<file path="src/udt_defs.svh">
// offsets, reset values and timing counts of the up/down timer control block
`ifndef UDT_DEFS_SVH
`define UDT_DEFS_SVH

// byte addresses of the word registers
`define UDT_ADR_MODE        4'h0
`define UDT_ADR_CTRL        4'h4
`define UDT_ADR_COUNT       4'h8
`define UDT_ADR_STATUS      4'hC

// timer_unit_mode_reg field positions
`define UDT_MODE_PIN_EDGE_LO 0
`define UDT_MODE_PIN_EDGE_HI 1
`define UDT_MODE_EXT_EDGE_LO 2
`define UDT_MODE_EXT_EDGE_HI 3
`define UDT_MODE_CMODE_LO    4
`define UDT_MODE_CMODE_HI    6
`define UDT_MODE_DIR_CTL     7

// updown_timer_control_reg field positions
`define UDT_CTRL_PSC_LO     0
`define UDT_CTRL_PSC_HI     1
`define UDT_CTRL_CLK_EXT    4
`define UDT_CTRL_DIR        5
`define UDT_CTRL_MODE_EN    6
`define UDT_CTRL_RUN        7

// reset values
`define UDT_MODE_RESET      8'h00
`define UDT_CTRL_RESET      8'h00
`define UDT_COUNT_RESET     16'h0000

// counting mode that uses both pulse inputs
`define UDT_CMODE_TWO_PIN   3'h4

// prescaler terminal counts: divide by 2, 4, 8 and 16
`define UDT_PSC_LIMIT0      4'h1
`define UDT_PSC_LIMIT1      4'h3
`define UDT_PSC_LIMIT2      4'h7
`define UDT_PSC_LIMIT3      4'hF

`endif

</file>
<file path="src/udt_pkg.sv">
// types shared by the up/down timer control block
package udt_pkg;

    typedef enum logic [1:0] {
        UDT_EDGE_RISE = 2'b00,
        UDT_EDGE_FALL = 2'b01,
        UDT_EDGE_BOTH = 2'b10,
        UDT_EDGE_NONE = 2'b11
    } udt_edge_sel_t;

    // timer_unit_mode_reg layout
    typedef struct packed {
        logic          dir_ctl;
        logic [2:0]    count_mode;
        udt_edge_sel_t ext_edge;
        udt_edge_sel_t pin_edge;
    } udt_mode_t;

    // updown_timer_control_reg layout
    typedef struct packed {
        logic       count_run_bit;
        logic       mode_enable_bit;
        logic       count_dir_bit;
        logic       clk_ext;
        logic [1:0] rsv;
        logic       prescaler_select_hi;
        logic       prescaler_select_lo;
    } udt_ctrl_t;

    // synchronised pin with its edge pulses
    typedef struct packed {
        logic level;
        logic rise;
        logic fall;
    } udt_pin_t;

endpackage

</file>
<file path="src/udt_pin_sync.sv">
// three-flop pin synchroniser with agreement filter and edge pulses
`timescale 1ns/1ps
module udt_pin_sync (
    input  wire logic         i_clk,
    input  wire logic         i_rst_n,
    input  wire logic         i_pin,
    output udt_pkg::udt_pin_t o_pin
);
    import udt_pkg::*;

    logic [2:0] sync_ff;
    logic       level_ff;
    udt_pin_t   pin_ff;

    always_ff @(posedge i_clk or negedge i_rst_n) begin
        if (!i_rst_n) begin
            sync_ff <= 3'h0;
        end else begin
            sync_ff <= {sync_ff[1:0], i_pin};
        end
    end

    // stage 0 is only read by stage 1; a change counts once stages 1 and 2 agree
    always_ff @(posedge i_clk or negedge i_rst_n) begin
        if (!i_rst_n) begin
            level_ff <= 1'b0;
            pin_ff   <= '0;
        end else begin
            if (sync_ff[1] == sync_ff[2]) begin
                level_ff <= sync_ff[2];
            end
            pin_ff.level <= level_ff;
            pin_ff.rise  <= (sync_ff[1] == sync_ff[2]) && sync_ff[2] && !level_ff;
            pin_ff.fall  <= (sync_ff[1] == sync_ff[2]) && !sync_ff[2] && level_ff;
        end
    end

    assign o_pin = pin_ff;

endmodule // udt_pin_sync

</file>
<file path="src/udt_top.sv">
// up/down timer with its mode and control registers on a classic wishbone slave
//
// Design decisions made here: the Wishbone slave port and the placing of the registers.
`timescale 1ns/1ps
`include "udt_defs.svh"
module udt_top (
    input  wire logic        i_mclk,
    input  wire logic        i_reset_n,
    input  wire logic        i_wb_cyc,
    input  wire logic        i_wb_stb,
    input  wire logic        i_wb_we,
    input  wire logic [3:0]  i_wb_adr,
    input  wire logic [31:0] i_wb_dat,
    input  wire logic [3:0]  i_wb_sel,
    output logic      [31:0] o_wb_dat,
    output logic             o_wb_ack,
    input  wire logic        i_count_pulse_input,
    input  wire logic        i_direction_pulse_input,
    output logic      [15:0] o_count,
    output logic             o_count_down,
    output logic             o_running
);
    import udt_pkg::*;

    logic [1:0]  rst_sync_ff;
    logic        rst_n;
    udt_pin_t    cnt_pin;
    udt_pin_t    dir_pin;

    udt_mode_t   mode_ff;
    udt_ctrl_t   ctrl_ff;
    logic [15:0] count_ff;
    logic [15:0] nxt_count;
    logic        dir_state_ff;
    logic        nxt_dir_state;
    logic        down_ff;
    logic        nxt_down;
    logic [3:0]  psc_cnt_ff;
    logic [3:0]  psc_limit;
    logic        tick_ff;
    logic        ack_ff;
    logic [31:0] rdat_ff;
    logic [31:0] nxt_rdat;
    logic        wr_req;
    logic        wr_mode;
    logic        wr_ctrl;
    logic        wr_count_lo;
    logic        wr_count_hi;
    logic        two_pin;
    logic        ext_clk;
    logic        count_event;
    logic        up_edge;
    logic        dn_edge;

    // reset is asserted at once and released through two flops
    always_ff @(posedge i_mclk or negedge i_reset_n) begin
        if (!i_reset_n) begin
            rst_sync_ff <= 2'h0;
        end else begin
            rst_sync_ff <= {rst_sync_ff[0], 1'b1};
        end
    end
    assign rst_n = rst_sync_ff[1];

    udt_pin_sync u_cnt_sync (
        .i_clk   (i_mclk),
        .i_rst_n (rst_n),
        .i_pin   (i_count_pulse_input),
        .o_pin   (cnt_pin)
    );

    udt_pin_sync u_dir_sync (
        .i_clk   (i_mclk),
        .i_rst_n (rst_n),
        .i_pin   (i_direction_pulse_input),
        .o_pin   (dir_pin)
    );

    // a write is performed at the edge that raises ack
    assign wr_req      = i_wb_cyc && i_wb_stb && i_wb_we && !ack_ff;
    assign wr_mode     = wr_req && i_wb_sel[0] && (i_wb_adr == `UDT_ADR_MODE);
    assign wr_ctrl     = wr_req && i_wb_sel[0] && (i_wb_adr == `UDT_ADR_CTRL);
    assign wr_count_lo = wr_req && i_wb_sel[0] && (i_wb_adr == `UDT_ADR_COUNT);
    assign wr_count_hi = wr_req && i_wb_sel[1] && (i_wb_adr == `UDT_ADR_COUNT);

    assign ext_clk = ctrl_ff.clk_ext;
    assign two_pin = mode_ff.dir_ctl && ext_clk && (mode_ff.count_mode == `UDT_CMODE_TWO_PIN);

    // software is trusted not to touch this while running
    always_ff @(posedge i_mclk or negedge rst_n) begin
        if (!rst_n) begin
            mode_ff <= `UDT_MODE_RESET;
        end else if (wr_mode) begin
            mode_ff <= i_wb_dat[7:0];
        end
    end

    // control register; the direction bit has its own write rules
    always_ff @(posedge i_mclk or negedge rst_n) begin
        if (!rst_n) begin
            ctrl_ff <= `UDT_CTRL_RESET;
        end else begin
            if (wr_ctrl) begin
                ctrl_ff.count_run_bit       <= i_wb_dat[`UDT_CTRL_RUN];
                ctrl_ff.mode_enable_bit     <= i_wb_dat[`UDT_CTRL_MODE_EN];
                ctrl_ff.clk_ext             <= i_wb_dat[`UDT_CTRL_CLK_EXT];
                ctrl_ff.prescaler_select_hi <= i_wb_dat[`UDT_CTRL_PSC_HI];
                ctrl_ff.prescaler_select_lo <= i_wb_dat[`UDT_CTRL_PSC_LO];
            end
            ctrl_ff.rsv <= 2'h0;
            if (!mode_ff.dir_ctl) begin
                ctrl_ff.count_dir_bit <= 1'b0;
            end else if (wr_ctrl && !i_wb_dat[`UDT_CTRL_RUN]) begin
                ctrl_ff.count_dir_bit <= 1'b0;
            end else if (wr_ctrl && !i_wb_dat[`UDT_CTRL_CLK_EXT]) begin
                // run and direction written together start a down count
                ctrl_ff.count_dir_bit <= i_wb_dat[`UDT_CTRL_DIR];
            end else if (wr_ctrl) begin
                ctrl_ff.count_dir_bit <= 1'b0;
            end else if (!ctrl_ff.count_run_bit) begin
                ctrl_ff.count_dir_bit <= 1'b0;
            end
        end
    end

    always_comb begin
        case ({ctrl_ff.prescaler_select_hi, ctrl_ff.prescaler_select_lo})
            2'b00:   psc_limit = `UDT_PSC_LIMIT0;
            2'b01:   psc_limit = `UDT_PSC_LIMIT1;
            2'b10:   psc_limit = `UDT_PSC_LIMIT2;
            default: psc_limit = `UDT_PSC_LIMIT3;
        endcase
    end

    // internal count clock as a one-cycle enable from the prescaler
    always_ff @(posedge i_mclk or negedge rst_n) begin
        if (!rst_n) begin
            psc_cnt_ff <= 4'h0;
            tick_ff    <= 1'b0;
        end else if (!ctrl_ff.count_run_bit || ext_clk) begin
            psc_cnt_ff <= 4'h0;
            tick_ff    <= 1'b0;
        end else if (psc_cnt_ff >= psc_limit) begin
            psc_cnt_ff <= 4'h0;
            tick_ff    <= 1'b1;
        end else begin
            psc_cnt_ff <= psc_cnt_ff + 4'h1;
            tick_ff    <= 1'b0;
        end
    end

    function automatic logic edge_hit(input udt_edge_sel_t sel, input udt_pin_t pin);
        case (sel)
            UDT_EDGE_RISE: edge_hit = pin.rise;
            UDT_EDGE_FALL: edge_hit = pin.fall;
            UDT_EDGE_BOTH: edge_hit = pin.rise || pin.fall;
            default:       edge_hit = 1'b0;
        endcase
    endfunction

    // in mode four with direction control and the external clock the edge select is bypassed: rising edges count on either pin
    assign up_edge = two_pin && cnt_pin.rise;
    assign dn_edge = two_pin && dir_pin.rise;

    always_comb begin
        if (!ctrl_ff.count_run_bit) begin
            count_event = 1'b0;
        end else if (!ext_clk) begin
            count_event = tick_ff;
        end else if (two_pin) begin
            count_event = up_edge || dn_edge;
        end else if (mode_ff.dir_ctl) begin
            count_event = edge_hit(mode_ff.pin_edge, cnt_pin);
        end else begin
            count_event = edge_hit(mode_ff.ext_edge, cnt_pin);
        end
    end

    // live up/down state used with the external clock; 1 means down
    always_comb begin
        nxt_dir_state = dir_state_ff;
        if (!ctrl_ff.count_run_bit || !mode_ff.dir_ctl || !ext_clk) begin
            nxt_dir_state = 1'b0;
        end else if (two_pin) begin
            if (up_edge && !dn_edge) begin
                nxt_dir_state = 1'b0;
            end else if (dn_edge && !up_edge) begin
                nxt_dir_state = 1'b1;
            end
            // both edges at once leave the direction as it was
        end else begin
            nxt_dir_state = dir_pin.level;
        end
    end

    always_comb begin
        if (!mode_ff.dir_ctl) begin
            nxt_down = 1'b0;
        end else if (ext_clk) begin
            nxt_down = nxt_dir_state;
        end else begin
            nxt_down = ctrl_ff.count_dir_bit;
        end
    end

    always_comb begin
        nxt_count = count_ff;
        if (count_event) begin
            nxt_count = nxt_down ? count_ff - 16'h0001 : count_ff + 16'h0001;
        end
        // a preload wins over a count in the same cycle
        if (wr_count_lo) begin
            nxt_count[7:0] = i_wb_dat[7:0];
        end
        if (wr_count_hi) begin
            nxt_count[15:8] = i_wb_dat[15:8];
        end
    end

    always_ff @(posedge i_mclk or negedge rst_n) begin
        if (!rst_n) begin
            count_ff     <= `UDT_COUNT_RESET;
            dir_state_ff <= 1'b0;
            down_ff      <= 1'b0;
        end else begin
            count_ff     <= nxt_count;
            dir_state_ff <= nxt_dir_state;
            down_ff      <= nxt_down;
        end
    end

    always_comb begin
        nxt_rdat = 32'h0000_0000;
        case (i_wb_adr)
            `UDT_ADR_MODE: begin
                nxt_rdat[7:0] = mode_ff;
            end
            `UDT_ADR_CTRL: begin
                nxt_rdat[7:0] = ctrl_ff;
                // external clock shows the live direction instead of the written bit
                if (!mode_ff.dir_ctl) begin
                    nxt_rdat[`UDT_CTRL_DIR] = 1'b0;
                end else if (ext_clk) begin
                    nxt_rdat[`UDT_CTRL_DIR] = dir_state_ff;
                end
            end
            `UDT_ADR_COUNT: begin
                nxt_rdat[15:0] = count_ff;
            end
            `UDT_ADR_STATUS: begin
                nxt_rdat[1:0] = {down_ff, ctrl_ff.count_run_bit};
            end
            default: begin
                nxt_rdat = 32'h0000_0000;
            end
        endcase
    end

    // one-cycle answer; unmapped addresses ack and read zero
    always_ff @(posedge i_mclk or negedge rst_n) begin
        if (!rst_n) begin
            ack_ff  <= 1'b0;
            rdat_ff <= 32'h0000_0000;
        end else begin
            ack_ff <= i_wb_cyc && i_wb_stb && !ack_ff;
            if (i_wb_cyc && i_wb_stb && !ack_ff && !i_wb_we) begin
                rdat_ff <= nxt_rdat;
            end
        end
    end

    assign o_wb_ack     = ack_ff;
    assign o_wb_dat     = rdat_ff;
    assign o_count      = count_ff;
    assign o_count_down = down_ff;
    assign o_running    = ctrl_ff.count_run_bit;

endmodule // udt_top

</file>
<file path="config.mk">
export PLATFORM = sky130hd
export DESIGN_NAME = udt_top
export DESIGN_NICKNAME = d
export VERILOG_FILES = /design/src/udt_pkg.sv /design/src/udt_pin_sync.sv /design/src/udt_top.sv
export VERILOG_INCLUDE_DIRS = /design/src
export SDC_FILE = /design/constraint.sdc
export NUM_CORES = 1
export LEC_CHECK = 0
export BUFFER_PORTS_ARGS = -buffer_cell sky130_fd_sc_hd__buf_2
export CORE_MARGIN = 2
export CORE_UTILIZATION = 58
export DETAILED_ROUTE_END_ITERATION = 16
export PLACE_DENSITY = 0.9
export SYNTH_ARGS = -nofsm -noshare
export SYNTH_HDL_FRONTEND = slang
export SYNTH_HIERARCHICAL = 1
export SYNTH_SLANG_ARGS = --single-unit
</file>
<file path="constraint.sdc">
create_clock -name i_mclk -period 3.8 [get_ports i_mclk]
set_input_delay 0.38 -clock i_mclk [delete_from_list [all_inputs] [get_ports i_mclk]]
set_output_delay 0.38 -clock i_mclk [all_outputs]
set_load 0.1 [all_outputs]
</file>
==> out/metrics.yaml <==
outcome: "complete, no violations"
crit_start: "mode_ff[4]"
slew-limit-headroom_pct: 30.9
power_uw: 1840
skew_ns: 0.00946
cts_buffers: 9
worstSetupPathDepth: 13
fin_hold_ws_ns: 0.134
critPathMaxFanout: 10
rsz0062_at_grt: "no"
final_area_mm2: 0.00434
reg2reg_depth: 13
post_cts_buffers: 0
hold_violations: 0
p_clk_share_pct: 29.3
tns_ns: 0
p_int_uw: 1130
clkTransAtPathRegs_ns: 0.08
clkSinkCount: 68
cp_top_family: "compound AO/OA/AOI/OAI gates"
setup.worst_path.end: "o_count[11]"
layout.cells.non_filler: 526
first_iter_violations: 311
fp.dieArea_mm2: 0.00723
critPathKind: "register to register"
layout.area.seq_mm2: 0.00170
fill_cells: 486
gp_routability_congestion: 0.905
synth_area_mm2: 0.00381
clk_latency_ns: 0.35
cpMaxStageDelayCell: "a2111o_1"
ys_warn_count: 6
hpwl_um: 6350
combPwrFrac_pct: 26.0
num_rows: 29
grt_pass1_vias: 2995
grt_max_degree: 40
finalSetupViolations: 0
antennaDiodeCount: 0
antenna_found_initial: 0
first_pass_iters: 5
dpl_cell_area_mm2: 0.00416
num_vias: 3101
power_frac_seq_pct: 44.7
end_kind: "register"
dieHeight_um: 85.0
worst-path-buf-inv: 1
r2r_end: "o_count[11]"
period_needed_ns: 3.50
overflow: 0
h-tree-depth: 3
grt_usage_pct: 25.4
r2r_slack_ns: 0.30
area_growth_pct: 14.1
p_leak_uw: 0.00217
drive_gt1_share_pct: 25.6
min_path_type: "primary input to register"
num_io_pins: 98
core_mm2: 0.00635
start_kind: "register"
cts-root-buf: "clkbuf_8"
post-place-cells: 509
crit_chain: "and4bb_2 -> nand2_1 -> mux2i_1 -> o22ai_2 -> buf_4 -> ha_1 -> a2111o_1 -> o21ai_2 -> o21ai_0 -> a21oi_1 -> mux2i_1 -> a2111o_1 -> a21oi_1"
avgSynthCellArea_um2: 10.1
grt_pass1_wl_um: 14500
worst_pin_slew_ns: 1.04
r2r-start: "mode_ff[4]"
slowest_delay_ns: 0.42
die_x_um: 85.0
cts_tree: "yes"
post-route-drc-count: 0
start_util_pct: 60.0
portBuffers: 63
fmax_mhz: 286
p_sw_share_pct: 38.4
drt-total-wl_um: 8770
peakVddDrop_uv: 320
min_path_cells: 1
final.period_utilization_pct: 92.0
p_switching_uw: 705
nNetsFinal: 514
crit_required_ns: 4.08
drtAntennaViolNets: 0
cts_buffer_depth: 2
maxSlewViolCount: 0
syn_inst: 376
multiInputGateArea_mm2: 0.00195
drv_cap: 0
worstPathArrival_ns: 3.78
avgViaCountPerCell: 5.90
avgRoutedWirePerCell_um: 16.7
power_density_mw_per_mm2: 423
power by group through the flow:
stage	logic, uW	registers [uW]	clock network (uW)
global route	502	828	583
finish	478	821	538
global placement	459	830	0
floorplan	219	1010	0
CTS	476	820	550
detailed placement	472	834	0
sequential cells by signal, indices dropped and copies added, names as in the netlist, 2 cells and up:
register and cells:
ctrl_ff 4, mode_ff 8, o_count 16, o_wb_dat 16
psc_cnt_ff 4, rst_sync_ff 2, u_cnt_sync/o_pin 2, u_cnt_sync/sync_ff 3
u_dir_sync/o_pin 2, u_dir_sync/sync_ff 3
cell type report:
cell class / count / area share, %
clock buffers: 10 / 3.17
clock inverters: 6 / 0.893
inverters: 14 / 1.21
multi-input cells: 281 / 44.8
flip-flops and latches: 68 / 39.2
well taps: 77 / 2.22
repair buffers: 70 / 8.53
worst min path at each step:
stage	from	end
CTS	i_direction_pulse_input	u_dir_sync/sync_ff[0]
global route	i_direction_pulse_input	u_dir_sync/sync_ff[0]
finish	i_count_pulse_input	u_cnt_sync/sync_ff[0]
global placement	i_reset_n	rst_sync_ff[0]
floorplan	i_reset_n	rst_sync_ff[0]
detailed placement	i_reset_n	rst_sync_ff[0]
per-layer routing:
| layer | part of all wire (%) | global-route usage [%] | up-vias | routed length, um |
|---|---|---|---|---|
| li1 | - | - | 1446 | - |
| met1 | 42 | 33.4 | 1498 | 3700 |
| met2 | 48 | 40.7 | 142 | 4250 |
| met3 | 7.6 | 6.91 | 15 | 667 |
| met4 | 1.8 | 8.80 | 0 | 154 |
| met5 | 0 | 0 | - | 0 |
layout by cell type, fill, tap and decap left out, types with 4 or more instances in the layout:
| cell | n |
|---|---|
| xnor2_1 | 8 |
| conb_1 | 17 |
| or3_1 | 4 |
| a21oi_1 | 32 |
| xor2_1 | 5 |
| a22o_1 | 8 |
| buf_2 | 63 |
| nand2_1 | 32 |
| ha_1 | 22 |
| clkbuf_8 | 10 |
| o211ai_1 | 4 |
| nand3_1 | 10 |
| inv_1 | 14 |
| nor2_1 | 31 |
| a21o_1 | 6 |
| mux2i_1 | 8 |
| o21ai_0 | 22 |
| buf_4 | 6 |
| mux2_2 | 17 |
| dfrtp_1 | 67 |
metrics by stage:
stage,setup WS [ns],utilization [%]
6_report,0.303,68.4
5_1_grt,0.0933,68.4
4_1_cts,0.312,68.4
2_1_floorplan,0.0743,-
3_5_place_dp,0.349,65.5
3_3_place_gp,0.513,65.5
what timing repair did:
item / in CTS / in global routing
hold buffers: 1 / 0
endpoints found under the hold margin: 2 / 0
resized for setup: 0 / 0
No activity file was read; power rests on OpenSTA's default activity.
